`src/verilog/flag_unit_pkg.sv`:
```
// Constants and types shared by the flag and condition-code unit.
package flag_unit_pkg;

   // ------------------------------------------------------------
   // Register byte addresses
   // ------------------------------------------------------------
   localparam logic [7:0] ADDR_FLAGS    = 8'h00;
   localparam logic [7:0] ADDR_OPER_A   = 8'h04;
   localparam logic [7:0] ADDR_OPER_B   = 8'h08;
   localparam logic [7:0] ADDR_COMMAND  = 8'h0C;
   localparam logic [7:0] ADDR_STATUS   = 8'h10;
   localparam logic [7:0] ADDR_FCW      = 8'h14;
   localparam logic [7:0] ADDR_SP_SYS   = 8'h18;
   localparam logic [7:0] ADDR_SP_NRM   = 8'h1C;
   localparam logic [7:0] ADDR_PC       = 8'h20;
   localparam logic [7:0] ADDR_RESTORE  = 8'h24;
   localparam logic [7:0] ADDR_COND_SEL = 8'h28;

   // ------------------------------------------------------------
   // Field positions and reset values
   // ------------------------------------------------------------
   localparam logic [1:0]  RESP_OKAY     = 2'h0;
   localparam logic [1:0]  RESP_SLVERR   = 2'h2;
   localparam int          FCW_SYS_BIT   = 14;
   localparam int          FCW_SEG_BIT   = 15;
   localparam int          FLAG_LSB      = 4;
   localparam int          CMD_SIZE_LSB  = 4;
   localparam logic [15:0] FCW_RESET     = 16'h4000;
   localparam logic [31:0] WORD_RESET    = 32'h0000_0000;
   localparam logic [3:0]  COND_RESET    = 4'h8;
   localparam logic [15:0] STACK_SLOT    = 16'h0002;
   localparam logic [1:0]  SIZE_BYTE     = 2'h0;
   localparam logic [1:0]  SIZE_WORD     = 2'h1;

   // ------------------------------------------------------------
   // Condition codes; bit 3 selects the true form
   // ------------------------------------------------------------
   localparam logic [3:0] COND_NEVER                = 4'h0;
   localparam logic [3:0] COND_SIGNED_GREATER_EQUAL = 4'h1;
   localparam logic [3:0] COND_SIGNED_GREATER       = 4'h2;
   localparam logic [3:0] COND_UNSIGNED_ABOVE       = 4'h3;
   localparam logic [3:0] COND_NO_OVERFLOW          = 4'h4;
   localparam logic [3:0] COND_PARITY_ODD           = 4'h4;
   localparam logic [3:0] COND_POSITIVE             = 4'h5;
   localparam logic [3:0] COND_NONZERO              = 4'h6;
   localparam logic [3:0] COND_NOT_EQUAL            = 4'h6;
   localparam logic [3:0] COND_UNSIGNED_NOT_BELOW   = 4'h7;
   localparam logic [3:0] COND_ALWAYS               = 4'h8;
   localparam logic [3:0] COND_SIGNED_LESS          = 4'h9;
   localparam logic [3:0] COND_SIGNED_LESS_EQUAL    = 4'hA;
   localparam logic [3:0] COND_UNSIGNED_BELOW_EQUAL = 4'hB;
   localparam logic [3:0] COND_OVERFLOWED           = 4'hC;
   localparam logic [3:0] COND_PARITY_EVEN          = 4'hC;
   localparam logic [3:0] COND_NEGATIVE             = 4'hD;
   localparam logic [3:0] COND_EQUAL                = 4'hE;
   localparam logic [3:0] COND_UNSIGNED_BELOW       = 4'hF;

   typedef struct packed {
      logic carry;
      logic zero;
      logic sign;
      logic overflow;
   } flags_t;

   typedef enum logic [3:0] {
      OP_NO_FLAGS,
      OP_TEST,
      OP_COMPARE,
      OP_INCREMENT,
      OP_SET_FLAG,
      OP_RESET_FLAG,
      OP_SYSTEM_CALL,
      OP_INTERRUPT_RETURN,
      OP_FLAGS_TO_BYTE,
      OP_BYTE_TO_FLAGS
   } op_t;

   typedef struct packed {
      logic        we;
      logic [31:0] addr;
      logic [15:0] data;
   } stack_wr_t;

endpackage : flag_unit_pkg
```
`src/verilog/flag_unit.sv`:
```
// Flag register, condition evaluator and flag-updating operations behind AXI4-Lite.
//
// Decided for this implementation: register access over AXI4-Lite and the address map.
`timescale 1ns/1ps
module flag_unit #(
   parameter int ADDR_W = 8
) (
   input  wire logic                     sys_clk,
   input  wire logic                     reset_n,
   input  wire logic [ADDR_W-1:0]        s_axi_awaddr,
   input  wire logic                     s_axi_awvalid,
   output logic                          s_axi_awready,
   input  wire logic [31:0]              s_axi_wdata,
   input  wire logic [3:0]               s_axi_wstrb,
   input  wire logic                     s_axi_wvalid,
   output logic                          s_axi_wready,
   output logic [1:0]                    s_axi_bresp,
   output logic                          s_axi_bvalid,
   input  wire logic                     s_axi_bready,
   input  wire logic [ADDR_W-1:0]        s_axi_araddr,
   input  wire logic                     s_axi_arvalid,
   output logic                          s_axi_arready,
   output logic [31:0]                   s_axi_rdata,
   output logic [1:0]                    s_axi_rresp,
   output logic                          s_axi_rvalid,
   input  wire logic                     s_axi_rready,
   output flag_unit_pkg::stack_wr_t      stack_wr,
   output logic                          cond_true,
   output flag_unit_pkg::flags_t         flags
);
   import flag_unit_pkg::*;

   typedef enum {ST_IDLE, ST_PUSH_FCW, ST_PUSH_PC} state_t;

   state_t            state_reg;
   state_t            state_next;
   logic              aw_full_reg;
   logic              w_full_reg;
   logic [7:0]        aw_addr_reg;
   logic [31:0]       w_data_reg;
   logic [3:0]        w_strb_reg;
   logic [15:0]       fcw_reg;
   logic [15:0]       fcw_next;
   logic [31:0]       oper_a_reg;
   logic [31:0]       oper_a_next;
   logic [31:0]       oper_b_reg;
   logic [31:0]       command_reg;
   logic [31:0]       sp_sys_reg;
   logic [31:0]       sp_sys_next;
   logic [31:0]       sp_nrm_reg;
   logic [31:0]       pc_reg;
   logic [31:0]       restore_reg;
   logic [3:0]        cond_sel_reg;
   logic [3:0]        cond_sel_next;

   // ------------------------------------------------------------
   // Helper functions
   // ------------------------------------------------------------
   function automatic logic [31:0] fit(input logic [31:0] x, input logic [1:0] sz);
      fit = (sz == SIZE_BYTE) ? {24'h0, x[7:0]} :
            (sz == SIZE_WORD) ? {16'h0, x[15:0]} : x;
   endfunction : fit

   function automatic logic top_bit(input logic [31:0] x, input logic [1:0] sz);
      top_bit = (sz == SIZE_BYTE) ? x[7] : (sz == SIZE_WORD) ? x[15] : x[31];
   endfunction : top_bit

   // Synonyms share one code, so they cannot decode differently.
   function automatic logic eval_cond(input flags_t f, input logic [3:0] code);
      logic t;
      unique case (code[2:0])
         3'h0: t = 1'b1;
         3'h1: t = f.sign ^ f.overflow;
         3'h2: t = (f.sign ^ f.overflow) | f.zero;
         3'h3: t = f.carry | f.zero;
         3'h4: t = f.overflow;
         3'h5: t = f.sign;
         3'h6: t = f.zero;
         3'h7: t = f.carry;
      endcase
      eval_cond = code[3] ? t : ~t;
   endfunction : eval_cond

   function automatic logic [31:0] merge(input logic [31:0] old, input logic [31:0] val,
                                         input logic [3:0] strb);
      logic [31:0] r;
      r = old;
      for (int i = 0; i < 4; i++)
         if (strb[i])
            r[i*8 +: 8] = val[i*8 +: 8];
      merge = r;
   endfunction : merge

   function automatic logic mapped(input logic [7:0] a);
      mapped = (a[1:0] == 2'h0) && (a <= ADDR_COND_SEL);
   endfunction : mapped

   function automatic logic [31:0] reg_read(input logic [7:0] a);
      unique case (a)
         ADDR_FLAGS:    reg_read = {24'h0, fcw_reg[7:FLAG_LSB], 4'h0};
         ADDR_OPER_A:   reg_read = oper_a_reg;
         ADDR_OPER_B:   reg_read = oper_b_reg;
         ADDR_COMMAND:  reg_read = command_reg;
         ADDR_STATUS:   reg_read = {24'h0, fcw_reg[7:FLAG_LSB], 2'h0,
                                    state_reg != ST_IDLE, cond_true};
         ADDR_FCW:      reg_read = {16'h0, fcw_reg};
         ADDR_SP_SYS:   reg_read = sp_sys_reg;
         ADDR_SP_NRM:   reg_read = sp_nrm_reg;
         ADDR_PC:       reg_read = pc_reg;
         ADDR_RESTORE:  reg_read = restore_reg;
         ADDR_COND_SEL: reg_read = {28'h0, cond_sel_reg};
         default:       reg_read = 32'h0000_0000;
      endcase
   endfunction : reg_read

   // ------------------------------------------------------------
   // Write decode
   // ------------------------------------------------------------
   // A write is held back while a system call is pushing, so a command can
   // never collide with the stack sequence.
   wire         sys_mode  = fcw_reg[FCW_SYS_BIT];
   wire         wr_ready  = aw_full_reg & w_full_reg & ~s_axi_bvalid & (state_reg == ST_IDLE);
   wire         privileged = (aw_addr_reg == ADDR_FCW) | (aw_addr_reg == ADDR_SP_SYS);
   wire         refused   = ~mapped(aw_addr_reg) | (~sys_mode & privileged);
   wire         do_write  = wr_ready & ~refused;
   wire  [31:0] wr_val    = merge(reg_read(aw_addr_reg), w_data_reg, w_strb_reg);
   wire         hit_flags = do_write & (aw_addr_reg == ADDR_FLAGS);
   wire         hit_cmd   = do_write & (aw_addr_reg == ADDR_COMMAND);
   wire         hit_fcw   = do_write & (aw_addr_reg == ADDR_FCW);
   wire         hit_a     = do_write & (aw_addr_reg == ADDR_OPER_A);
   wire         hit_b     = do_write & (aw_addr_reg == ADDR_OPER_B);
   wire         hit_sps   = do_write & (aw_addr_reg == ADDR_SP_SYS);
   wire         hit_spn   = do_write & (aw_addr_reg == ADDR_SP_NRM);
   wire         hit_pc    = do_write & (aw_addr_reg == ADDR_PC);
   wire         hit_rst   = do_write & (aw_addr_reg == ADDR_RESTORE);
   wire         hit_cond  = do_write & (aw_addr_reg == ADDR_COND_SEL);
   wire  [3:0]  cmd_op    = wr_val[3:0];
   wire  [1:0]  cmd_size  = wr_val[CMD_SIZE_LSB +: 2];

   // ------------------------------------------------------------
   // Flag arithmetic
   // ------------------------------------------------------------
   wire  [31:0] a_fit     = fit(oper_a_reg, cmd_size);
   wire  [31:0] b_fit     = fit(oper_b_reg, cmd_size);
   wire         a_top     = top_bit(a_fit, cmd_size);
   wire         b_top     = top_bit(b_fit, cmd_size);
   wire  [32:0] diff      = {1'b0, a_fit} - {1'b0, b_fit};
   wire  [31:0] sum       = fit(a_fit + b_fit, cmd_size);
   wire         diff_top  = top_bit(diff[31:0], cmd_size);
   wire         sum_top   = top_bit(sum, cmd_size);
   flags_t      cur_flags;
   flags_t      cmp_flags;
   flags_t      new_flags;

   assign cur_flags = flags_t'(fcw_reg[7:FLAG_LSB]);
   // Zero-extended operands make bit 32 the borrow at every size.
   assign cmp_flags = '{carry:    diff[32],
                        zero:     fit(diff[31:0], cmd_size) == 32'h0,
                        sign:     diff_top,
                        overflow: (a_top != b_top) && (diff_top != a_top)};

   always_comb
   begin
      new_flags = cur_flags;
      unique case (op_t'(cmd_op))
         OP_TEST:
         begin
            new_flags.sign = a_top;
            new_flags.zero = (a_fit == 32'h0);
            if (cmd_size == SIZE_BYTE)
               new_flags.overflow = ~^a_fit[7:0];
         end
         OP_COMPARE: new_flags = cmp_flags;
         OP_INCREMENT:
         begin
            new_flags.zero     = (sum == 32'h0);
            new_flags.sign     = sum_top;
            new_flags.overflow = (a_top == b_top) && (sum_top != a_top);
         end
         OP_SET_FLAG:      new_flags = cur_flags | flags_t'(oper_b_reg[7:FLAG_LSB]);
         OP_RESET_FLAG:    new_flags = cur_flags & ~flags_t'(oper_b_reg[7:FLAG_LSB]);
         OP_BYTE_TO_FLAGS: new_flags = flags_t'(oper_a_reg[7:FLAG_LSB]);
         default:          new_flags = cur_flags;
      endcase
   end

   // ------------------------------------------------------------
   // Next-state logic of the architectural registers
   // ------------------------------------------------------------
   always_comb
   begin
      fcw_next      = fcw_reg;
      oper_a_next   = oper_a_reg;
      sp_sys_next   = sp_sys_reg;
      cond_sel_next = cond_sel_reg;
      state_next    = state_reg;
      if (hit_flags)
         fcw_next[7:FLAG_LSB] = wr_val[7:FLAG_LSB];
      if (hit_fcw)
         fcw_next = wr_val[15:0];
      if (hit_a)
         oper_a_next = wr_val;
      if (hit_sps)
         sp_sys_next = wr_val;
      if (hit_cond)
         cond_sel_next = wr_val[3:0];
      if (hit_cmd)
      begin
         fcw_next[7:FLAG_LSB] = new_flags;
         if (op_t'(cmd_op) == OP_INCREMENT)
            oper_a_next = sum;
         if (op_t'(cmd_op) == OP_FLAGS_TO_BYTE)
            oper_a_next = {oper_a_reg[31:8], fcw_reg[7:FLAG_LSB], 4'h0};
         if (op_t'(cmd_op) == OP_SYSTEM_CALL)
            state_next = ST_PUSH_FCW;
         if (op_t'(cmd_op) == OP_INTERRUPT_RETURN)
         begin
            fcw_next    = restore_reg[15:0];
            sp_sys_next = {sp_sys_reg[31:16], sp_sys_reg[15:0] + STACK_SLOT + STACK_SLOT};
         end
      end
      unique case (state_reg)
         ST_IDLE:
         begin
         end
         ST_PUSH_FCW: state_next = ST_PUSH_PC;
         ST_PUSH_PC:
         begin
            // Only the offset half moves, so a segmented pair keeps its segment.
            sp_sys_next = {sp_sys_reg[31:16], sp_sys_reg[15:0] - STACK_SLOT - STACK_SLOT};
            fcw_next[FCW_SYS_BIT] = 1'b1;
            state_next = ST_IDLE;
         end
      endcase
   end

   // ------------------------------------------------------------
   // Register file and trap sequencer
   // ------------------------------------------------------------
   always_ff @(posedge sys_clk)
   begin
      if (!reset_n)
      begin
         state_reg    <= ST_IDLE;
         fcw_reg      <= FCW_RESET;
         oper_a_reg   <= WORD_RESET;
         oper_b_reg   <= WORD_RESET;
         command_reg  <= WORD_RESET;
         sp_sys_reg   <= WORD_RESET;
         sp_nrm_reg   <= WORD_RESET;
         pc_reg       <= WORD_RESET;
         restore_reg  <= WORD_RESET;
         cond_sel_reg <= COND_RESET;
         cond_true    <= 1'b1;
         flags        <= '0;
         stack_wr     <= '0;
      end
      else
      begin
         state_reg    <= state_next;
         fcw_reg      <= fcw_next;
         oper_a_reg   <= oper_a_next;
         sp_sys_reg   <= sp_sys_next;
         cond_sel_reg <= cond_sel_next;
         // Evaluated on the next flags so the output never lags them.
         cond_true    <= eval_cond(flags_t'(fcw_next[7:FLAG_LSB]), cond_sel_next);
         flags        <= flags_t'(fcw_next[7:FLAG_LSB]);
         stack_wr.we  <= 1'b0;
         if (hit_b)
            oper_b_reg <= wr_val;
         if (hit_cmd)
            command_reg <= wr_val;
         if (hit_spn)
            sp_nrm_reg <= wr_val;
         if (hit_pc)
            pc_reg <= wr_val;
         if (hit_rst)
            restore_reg <= wr_val;
         if (state_reg == ST_PUSH_FCW)
         begin
            stack_wr <= '{we: 1'b1, data: fcw_reg,
                          addr: {sp_sys_reg[31:16], sp_sys_reg[15:0] - STACK_SLOT}};
         end
         if (state_reg == ST_PUSH_PC)
         begin
            stack_wr <= '{we: 1'b1, data: pc_reg[15:0],
                          addr: {sp_sys_reg[31:16], sp_sys_reg[15:0] - STACK_SLOT - STACK_SLOT}};
         end
      end
   end

   // ------------------------------------------------------------
   // AXI4-Lite write channels
   // ------------------------------------------------------------
   always_ff @(posedge sys_clk)
   begin
      if (!reset_n)
      begin
         aw_full_reg   <= 1'b0;
         w_full_reg    <= 1'b0;
         aw_addr_reg   <= 8'h00;
         w_data_reg    <= WORD_RESET;
         w_strb_reg    <= 4'h0;
         s_axi_awready <= 1'b1;
         s_axi_wready  <= 1'b1;
         s_axi_bvalid  <= 1'b0;
         s_axi_bresp   <= RESP_OKAY;
      end
      else
      begin
         if (s_axi_awvalid && s_axi_awready)
         begin
            aw_full_reg   <= 1'b1;
            aw_addr_reg   <= 8'(s_axi_awaddr);
            s_axi_awready <= 1'b0;
         end
         if (s_axi_wvalid && s_axi_wready)
         begin
            w_full_reg   <= 1'b1;
            w_data_reg   <= s_axi_wdata;
            w_strb_reg   <= s_axi_wstrb;
            s_axi_wready <= 1'b0;
         end
         if (wr_ready)
         begin
            aw_full_reg  <= 1'b0;
            w_full_reg   <= 1'b0;
            s_axi_bvalid <= 1'b1;
            s_axi_bresp  <= refused ? RESP_SLVERR : RESP_OKAY;
         end
         if (s_axi_bvalid && s_axi_bready)
         begin
            s_axi_bvalid  <= 1'b0;
            s_axi_awready <= 1'b1;
            s_axi_wready  <= 1'b1;
         end
      end
   end

   // ------------------------------------------------------------
   // AXI4-Lite read channels
   // ------------------------------------------------------------
   always_ff @(posedge sys_clk)
   begin
      if (!reset_n)
      begin
         s_axi_arready <= 1'b1;
         s_axi_rvalid  <= 1'b0;
         s_axi_rdata   <= WORD_RESET;
         s_axi_rresp   <= RESP_OKAY;
      end
      else
      begin
         if (s_axi_arvalid && s_axi_arready)
         begin
            s_axi_arready <= 1'b0;
            s_axi_rvalid  <= 1'b1;
            s_axi_rdata   <= reg_read(8'(s_axi_araddr));
            s_axi_rresp   <= mapped(8'(s_axi_araddr)) ? RESP_OKAY : RESP_SLVERR;
         end
         if (s_axi_rvalid && s_axi_rready)
         begin
            s_axi_rvalid  <= 1'b0;
            s_axi_arready <= 1'b1;
         end
      end
   end

endmodule : flag_unit

```
`config.mk`:
```
export PLATFORM = sky130hd
export DESIGN_NAME = flag_unit
export DESIGN_NICKNAME = d
export VERILOG_FILES = /design/src/verilog/flag_unit_pkg.sv /design/src/verilog/flag_unit.sv
export SDC_FILE = /design/constraint.sdc
export NUM_CORES = 1
export LEC_CHECK = 0
export BUFFER_PORTS_ARGS = -buffer_cell sky130_fd_sc_hd__buf_2
export CORE_MARGIN = 10
export CORE_UTILIZATION = 35
export CTS_CLUSTER_DIAMETER = 60
export DETAILED_ROUTE_END_ITERATION = 10
export HOLD_SLACK_MARGIN = 0.02
export RECOVER_POWER = 100
export SKIP_CTS_REPAIR_TIMING = 1
export SYNTH_ARGS = -nofsm -noshare
export SYNTH_HDL_FRONTEND = slang
export SYNTH_SLANG_ARGS = --single-unit
```
`constraint.sdc`:
```
create_clock -name sys_clk -period 5.5 [get_ports sys_clk]
set_input_delay 1.1 -clock sys_clk [delete_from_list [all_inputs] [get_ports sys_clk]]
set_output_delay 1.1 -clock sys_clk [all_outputs]
set_load 0.05 [all_outputs]
```
# ---- Word-level counts from Yosys, hierarchy flattened
# Index checks and enable logic that the tools add are counted.
dict set report totals {
  register_bits 417
  inputBits 59
}
dict set report classes {
  n_mux 48
  n_lt_le_gt_ge 2
  n_addsub 6
  n_eq_ne 47
  n_bitwise 30
  n_reduce_logical 30
}
# cell count
set ops {}
lappend ops {{$pmux W32 S11} 2}
lappend ops {{$mux W32} 17}
lappend ops {{$logic_not A32 Y1} 4}
lappend ops {{$mux W49} 2}
lappend ops {{$eq A32 B2 Y1 const B} 2}
lappend ops {{$eq A8 B5 Y1 const B} 8}
lappend ops {{$mux W16} 4}
lappend ops {{$pmux W32 S2} 1}
lappend ops {{$eq A8 B6 Y1 const B} 6}
lappend ops {{$sub A32 B32 Y33} 1}
lappend ops {{$add A16 B2 Y16 const B} 2}
lappend ops {{$add A32 B32 Y32} 1}
lappend ops {{$eq A32 B1 Y1 const B} 1}
lappend ops {{$eq A32 B3 Y1 const B} 1}
lappend ops {{$eq A8 B4 Y1 const B} 4}
lappend ops {{$mux W8} 4}
lappend ops {{$reduce_bool A32 Y1} 1}
lappend ops {{$sub A16 B2 Y16 const B} 2}
lappend ops {{$pmux W3 S6} 1}
lappend ops {{$eq A4 B3 Y1 const B} 4}
lappend ops {{$eq A8 B3 Y1 const B} 2}
lappend ops {{$le A8 B6 Y1 const B} 2}
lappend ops {{$logic_not A8 Y1} 2}
lappend ops {{$and A1 B1 Y1} 15}
lappend ops {{other kinds (29)} 74}

# ---- Logic depth before layout (Yosys ltp)
dict set report depth {
  word_depth 22
  ltp_mapped 26
  depth_no_buf 21
}

# ---- Worst setup path after synthesis
# OpenSTA, ideal clock, no wires.
dict set report synth_timing {
  kind {flip-flop to flip-flop}
  start {register aw_addr_reg[7]}
  end {register cond_true}
  arrival_time_ps 5600
  setup_slack_ps -222
  path_buffers 4
  setup_ps 121
  stages_incl_launch_ff 24
  required_ps 5379
  path_cell_list {dfxtp_1 > buf_6 > or4_4 > nor4b_4 > a2111o_1 > nor4_1 > a21oi_2 > clkbuf_1 > clkbuf_1 > nand2_1 > ha_1 > clkbuf_1 > a221oi_1 > or2_2 > o311ai_1 > and3_1 > o311a_1 > a21oi_1 > or4_1 > a21oi_2 > o21ai_2 > mux2i_1 > a221oi_2 > mux2_4}
}
dict set report synth_via {
  elab_chain_cells 22
  elab_cells_between_ends 85
  cone_classes {add/sub (2); order compare (1); eq/ne (29); mux (29); bitwise (14); reduce/logical (10)}
}
# item line
set synth_rtl {}
lappend synth_rtl {{start: declaration} flag_unit.sv:39} ;# logic [7:0] aw_addr_reg;
lappend synth_rtl {{start signal: assignment} flag_unit.sv:314} ;# aw_addr_reg <= 8'(s_axi_awaddr);
lappend synth_rtl {{$eq A8 B6 Y1, or another cell as far along} {flag_unit.sv:99, flag_unit.sv:136}}
lappend synth_rtl {{$pmux W32 S11} flag_unit.sv:99} ;# unique case (a)
lappend synth_rtl {{$mux W8} flag_unit.sv:89} ;# if (strb[i])
lappend synth_rtl {{$eq A2 B1 Y1} {flag_unit.sv:61, flag_unit.sv:65}}
lappend synth_rtl {{$mux W32} flag_unit.sv:61} ;# (sz == SIZE_WORD) ? {16'h0, x[15:0]} : x;
lappend synth_rtl {{$mux W32} flag_unit.sv:60} ;# fit = (sz == SIZE_BYTE) ? {24'h0, x[7:0]} :
lappend synth_rtl {{$add A32 B32 Y32} flag_unit.sv:148} ;# wire [31:0] sum = fit(a_fit + b_fit, cmd_size);
lappend synth_rtl {{$mux W32} flag_unit.sv:61}
lappend synth_rtl {{[6 not listed]} n/a}
lappend synth_rtl {{$mux W16} flag_unit.sv:216} ;# if (op_t'(cmd_op) == OP_INTERRUPT_RETURN)
lappend synth_rtl {{$mux W16} flag_unit.sv:207} ;# if (hit_cmd)
lappend synth_rtl {{$xor A1 B1 Y1} {flag_unit.sv:73, flag_unit.sv:74}}
lappend synth_rtl {{$or A1 B1 Y1} flag_unit.sv:74} ;# 3'h2: t = (f.sign ^ f.overflow) | f.zero;
lappend synth_rtl {{$pmux W1 S8} flag_unit.sv:71} ;# unique case (code[2:0])
lappend synth_rtl {{$mux W1} flag_unit.sv:242} ;# if (!reset_n)
lappend synth_rtl {{$not A1 Y1} flag_unit.sv:81} ;# eval_cond = code[3] ? t : ~t;
lappend synth_rtl {{$mux W1 (*)} flag_unit.sv:81}
lappend synth_rtl {{end signal: assignment} flag_unit.sv:266} ;# cond_true <= eval_cond(flags_t'(fcw_next[7:FLAG_LSB]), cond_sel_next);
lappend synth_rtl {{end: declaration} flag_unit.sv:28} ;# output logic cond_true,
# Mark *: on every way between the ends. The rest lies on a longest branch, timed or not. The select of a mux whose other input is x is not followed.
# A chain may end at the register's enable or synchronous reset.

# ---- Worst setup path after layout
dict set report layout_timing {
  start {register aw_addr_reg[5]}
  end {register cond_true}
}
# Same word-level chain as after synthesis.

==> results.yml <==
outcome:
  status: "finished, violations left"
  failed_checks: "capacitance limit, slew limit, setup timing"
timing:
  hold_ws_ps: 457
  slew_headroom_pct: -151
  slew_violations: 277
  fin_skew_ps: 23.6
  setup_slack_ps: -27.2
  fin_crit_sh_pct: 100
  max_freq_mhz: 181
  hold_violations: 0
  worst_pin_slew_ps: 3760
  period_needed_ps: 5530
  rsz0062_at_grt: "yes"
  setup-violations-final: 1
setup_path:
  critPathLaunchType: "flop"
  critPathCaptureType: "flop"
  critPathSlowestCell: "nor4b_2"
  required_ps: 5970
  r2r_slack_ps: -30
  crit_type: "reg -> reg"
  r2r_cells: 23
  slowest_delay_ps: 640
  path_cells: "nor4b_2 -> a31o_1 -> a2111o_1 -> nor4_2 -> a21oi_2 -> buf_12 -> nand2_1 -> ha_1 -> buf_6 -> nand2b_1 -> a211oi_1 -> a211o_1 -> or3_4 -> a41oi_1 -> xor2_1 -> nand4b_1 -> nor4_1 -> a31o_2 -> a221oi_4 -> buf_4 -> o32ai_1 -> a221oi_2 -> mux2_4"
  arrival_ps: 5990
  crit_path_max_fanout: 20
floorplanning:
  die_x_um: 280
  die_y_um: 280
  rows: 95
  core_area_um2: 67000
  dieArea_um2: 78200
  start_util_pct: 35.2
  io_pins: 154
synthesis:
  synthArstFlopShare_pct: 0
  syn_area_um2: 23600
  synth_edf_count: 0
  synth_top_flop_cell: "dfxtp_1"
  ys_ff_latch: 381
  yosysUniqueCellTypes: 105
  ys.warnings.count: 0
  yosysSeqAreaShare_pct: 32.3
  synth_area_per_cell_um2: 7.32
  synth_cells: 3224
global_routing:
  grt_pass1_vias: 24356
  grt_antenna_before_repair: 4
  grt_max_degree: 118
  grt_pass1_wl_mm: 150
  grt_use_total_pct: 24.2
  overflow: 0
route:
  viasPerCell: 5.88
  dr.pass1.iters: 8
  drtAntennaViolNets: 0
  vias: 25781
  routedWlPerCell_um: 22.6
  drt-initial-drc-count: 3341
  drt_wl_total_mm: 99.0
  drc_errors: 0
cts:
  cts.sinks: 381
  clk_path_buf_depth: 3
  clock_latency_ps: 590
  cts_max_level: 2
  cts-buffers-inserted: 44
  root_buffer: "clkbuf_16"
  cts_tree: "yes"
  clk_pin_slew_ps: 60
cells_and_area:
  fill_cells: 6991
  layout.nets: 3615
  fin_cells: 4386
  postLayoutCellArea_um2: 28500
  layout-drive-gt1-share_pct: 15.8
  regMostFlops: "stack_wr"
  syn_to_final_growth_pct: 20.6
  multiInputGateArea_um2: 14900
  regArea_um2: 7630
  largest_register_ffs: 49
placed_design:
  port_buffers: 151
  pre_cts_slack_ps: -220
  dpl_cell_area_um2: 27000
  gp_congestion: 1.03
  place.detailed.hpwl_mm: 72.0
  place_inst: 4306
power:
  cellPowerDensity_nw_per_um2: 227
  cellLeakagePower_nw: 11.1
  p_total_w: 0.00647
  ir_worst_vdd_mv: 0.208
run:
  max_cap_violations: 5
min_path:
  holdPathStages: 2
  hp-class: "reg -> reg"
## final timing paths
check,start,endpoint
hold reg to reg,w_data_reg[30]$_SDFFE_PN0P_,w_data_reg[30]$_SDFFE_PN0P_
setup / recovery,aw_addr_reg[5]$_SDFFE_PN0P_,cond_true$_SDFF_PN1_
setup reg to reg,aw_addr_reg[5]$_SDFFE_PN0P_,cond_true$_SDFF_PN1_
hold / removal,w_data_reg[30]$_SDFFE_PN0P_,w_data_reg[30]$_SDFFE_PN0P_
## cell type report
cell class	instances	area share (%)
diodes	1	0.00879
well taps	873	3.84
flip-flops and latches	381	26.8
clock buffers	59	4.39
multi-input cells	2499	52.3
inverters	87	1.15
clock inverters	20	0.875
repair buffers	466	10.7
## cell usage after synthesis (25+ instances only)
| cell type | number | area share (%) |
|---|---|---|
| ha_1 | 75 | 4.0 |
| clkbuf_1 | 213 | 3.4 |
| nor3_1 | 48 | 1.0 |
| a222oi_1 | 44 | 1.9 |
| a31oi_1 | 47 | 1.2 |
| nor2_1 | 565 | 9.0 |
| mux2i_1 | 36 | 1.5 |
| a22o_1 | 36 | 1.3 |
| a211oi_1 | 43 | 1.4 |
| and3_1 | 25 | 0.66 |
| xor2_1 | 27 | 1.0 |
| nor2b_1 | 47 | 1.2 |
| dfxtp_1 | 381 | 32 |
| nand3_1 | 63 | 1.3 |
| o21ai_0 | 142 | 3.0 |
| xnor2_1 | 49 | 1.8 |
| nand2b_1 | 26 | 0.69 |
| a221oi_1 | 42 | 1.6 |
| a22oi_1 | 70 | 2.2 |
| and2_1 | 35 | 0.93 |
| a21oi_1 | 408 | 8.7 |
| nor4_1 | 26 | 0.69 |
| nand2_1 | 323 | 5.1 |
| inv_1 | 83 | 1.3 |
| o211ai_1 | 25 | 0.80 |
## worst max-delay path, delay by kind of cell, from the launching register on
kind	cells	cell delay, ps
fa+ha+maj	1	320
flops	1	430
simple gates	7	1490
xor+xnor	1	250
mux	1	330
compound gates	10	2100
buf+inv	3	490
## cells by family (layout without fill, tap and decap cells)
| kind of cell | after synthesis | in the layout | share of synthesized area, % |
|---|---|---|---|
| AND/OR/NAND/NOR | 1244 | 1244 | 23.7 |
| AO/OA/AOI/OAI | 1049 | 1049 | 29.0 |
| buffers and inverters | 345 | 632 | 5.76 |
| multiplexers | 51 | 51 | 2.31 |
| XOR/XNOR | 76 | 76 | 2.82 |
| adder cells (fa/ha/maj) | 77 | 77 | 4.15 |
| flip-flops | 381 | 381 | 32.3 |
| other | 1 | 3 | 0.0159 |
## power by group
| part | leakage, nW | switching (W) | internal (W) |
|---|---|---|---|
| Combinational | 7.31 | 0.000385 | 0.000157 |
| Clock | 0.733 | 0.00128 | 0.00180 |
| Sequential | 3.08 | 0.0000511 | 0.00280 |
## per-layer routing
layer	vias to the layer above	share of wire, %	track usage (%)
met5	-	0.026	0
met1	12188	42	31.0
met3	278	8.1	4.22
li1	12066	-	-
met4	4	4.6	9.79
met2	1245	46	39.7
## cells in the final DEF, fill, tap and decap left out, types with 32 or more instances in the layout
| master | n |
|---|---|
| a31oi_1 | 47 |
| a21oi_1 | 402 |
| buf_4 | 304 |
| nand3_1 | 63 |
| clkbuf_16 | 45 |
| and2_1 | 32 |
| a211oi_1 | 43 |
| o21ai_0 | 139 |
| a222oi_1 | 44 |
| nor3_1 | 43 |
| ha_1 | 69 |
| xnor2_1 | 49 |
| a22oi_1 | 70 |
| nand2_1 | 318 |
| buf_2 | 57 |
| clkbuf_1 | 104 |
| nor2b_1 | 45 |
| nor2_1 | 559 |
| dfxtp_1 | 378 |
| a221oi_1 | 42 |
| inv_1 | 84 |
| mux2i_1 | 36 |
| a22o_1 | 36 |
## through the flow
stage	setup TNS [ps]	utilization (%)
final	-27.2	42.5
after global routing	-271	42.4
after CTS	-266	42.5
after detailed placement	-220	40.2
after global placement	-207	40.2
after floorplan	0	-
No activity file was read; power rests on OpenSTA's default activity.
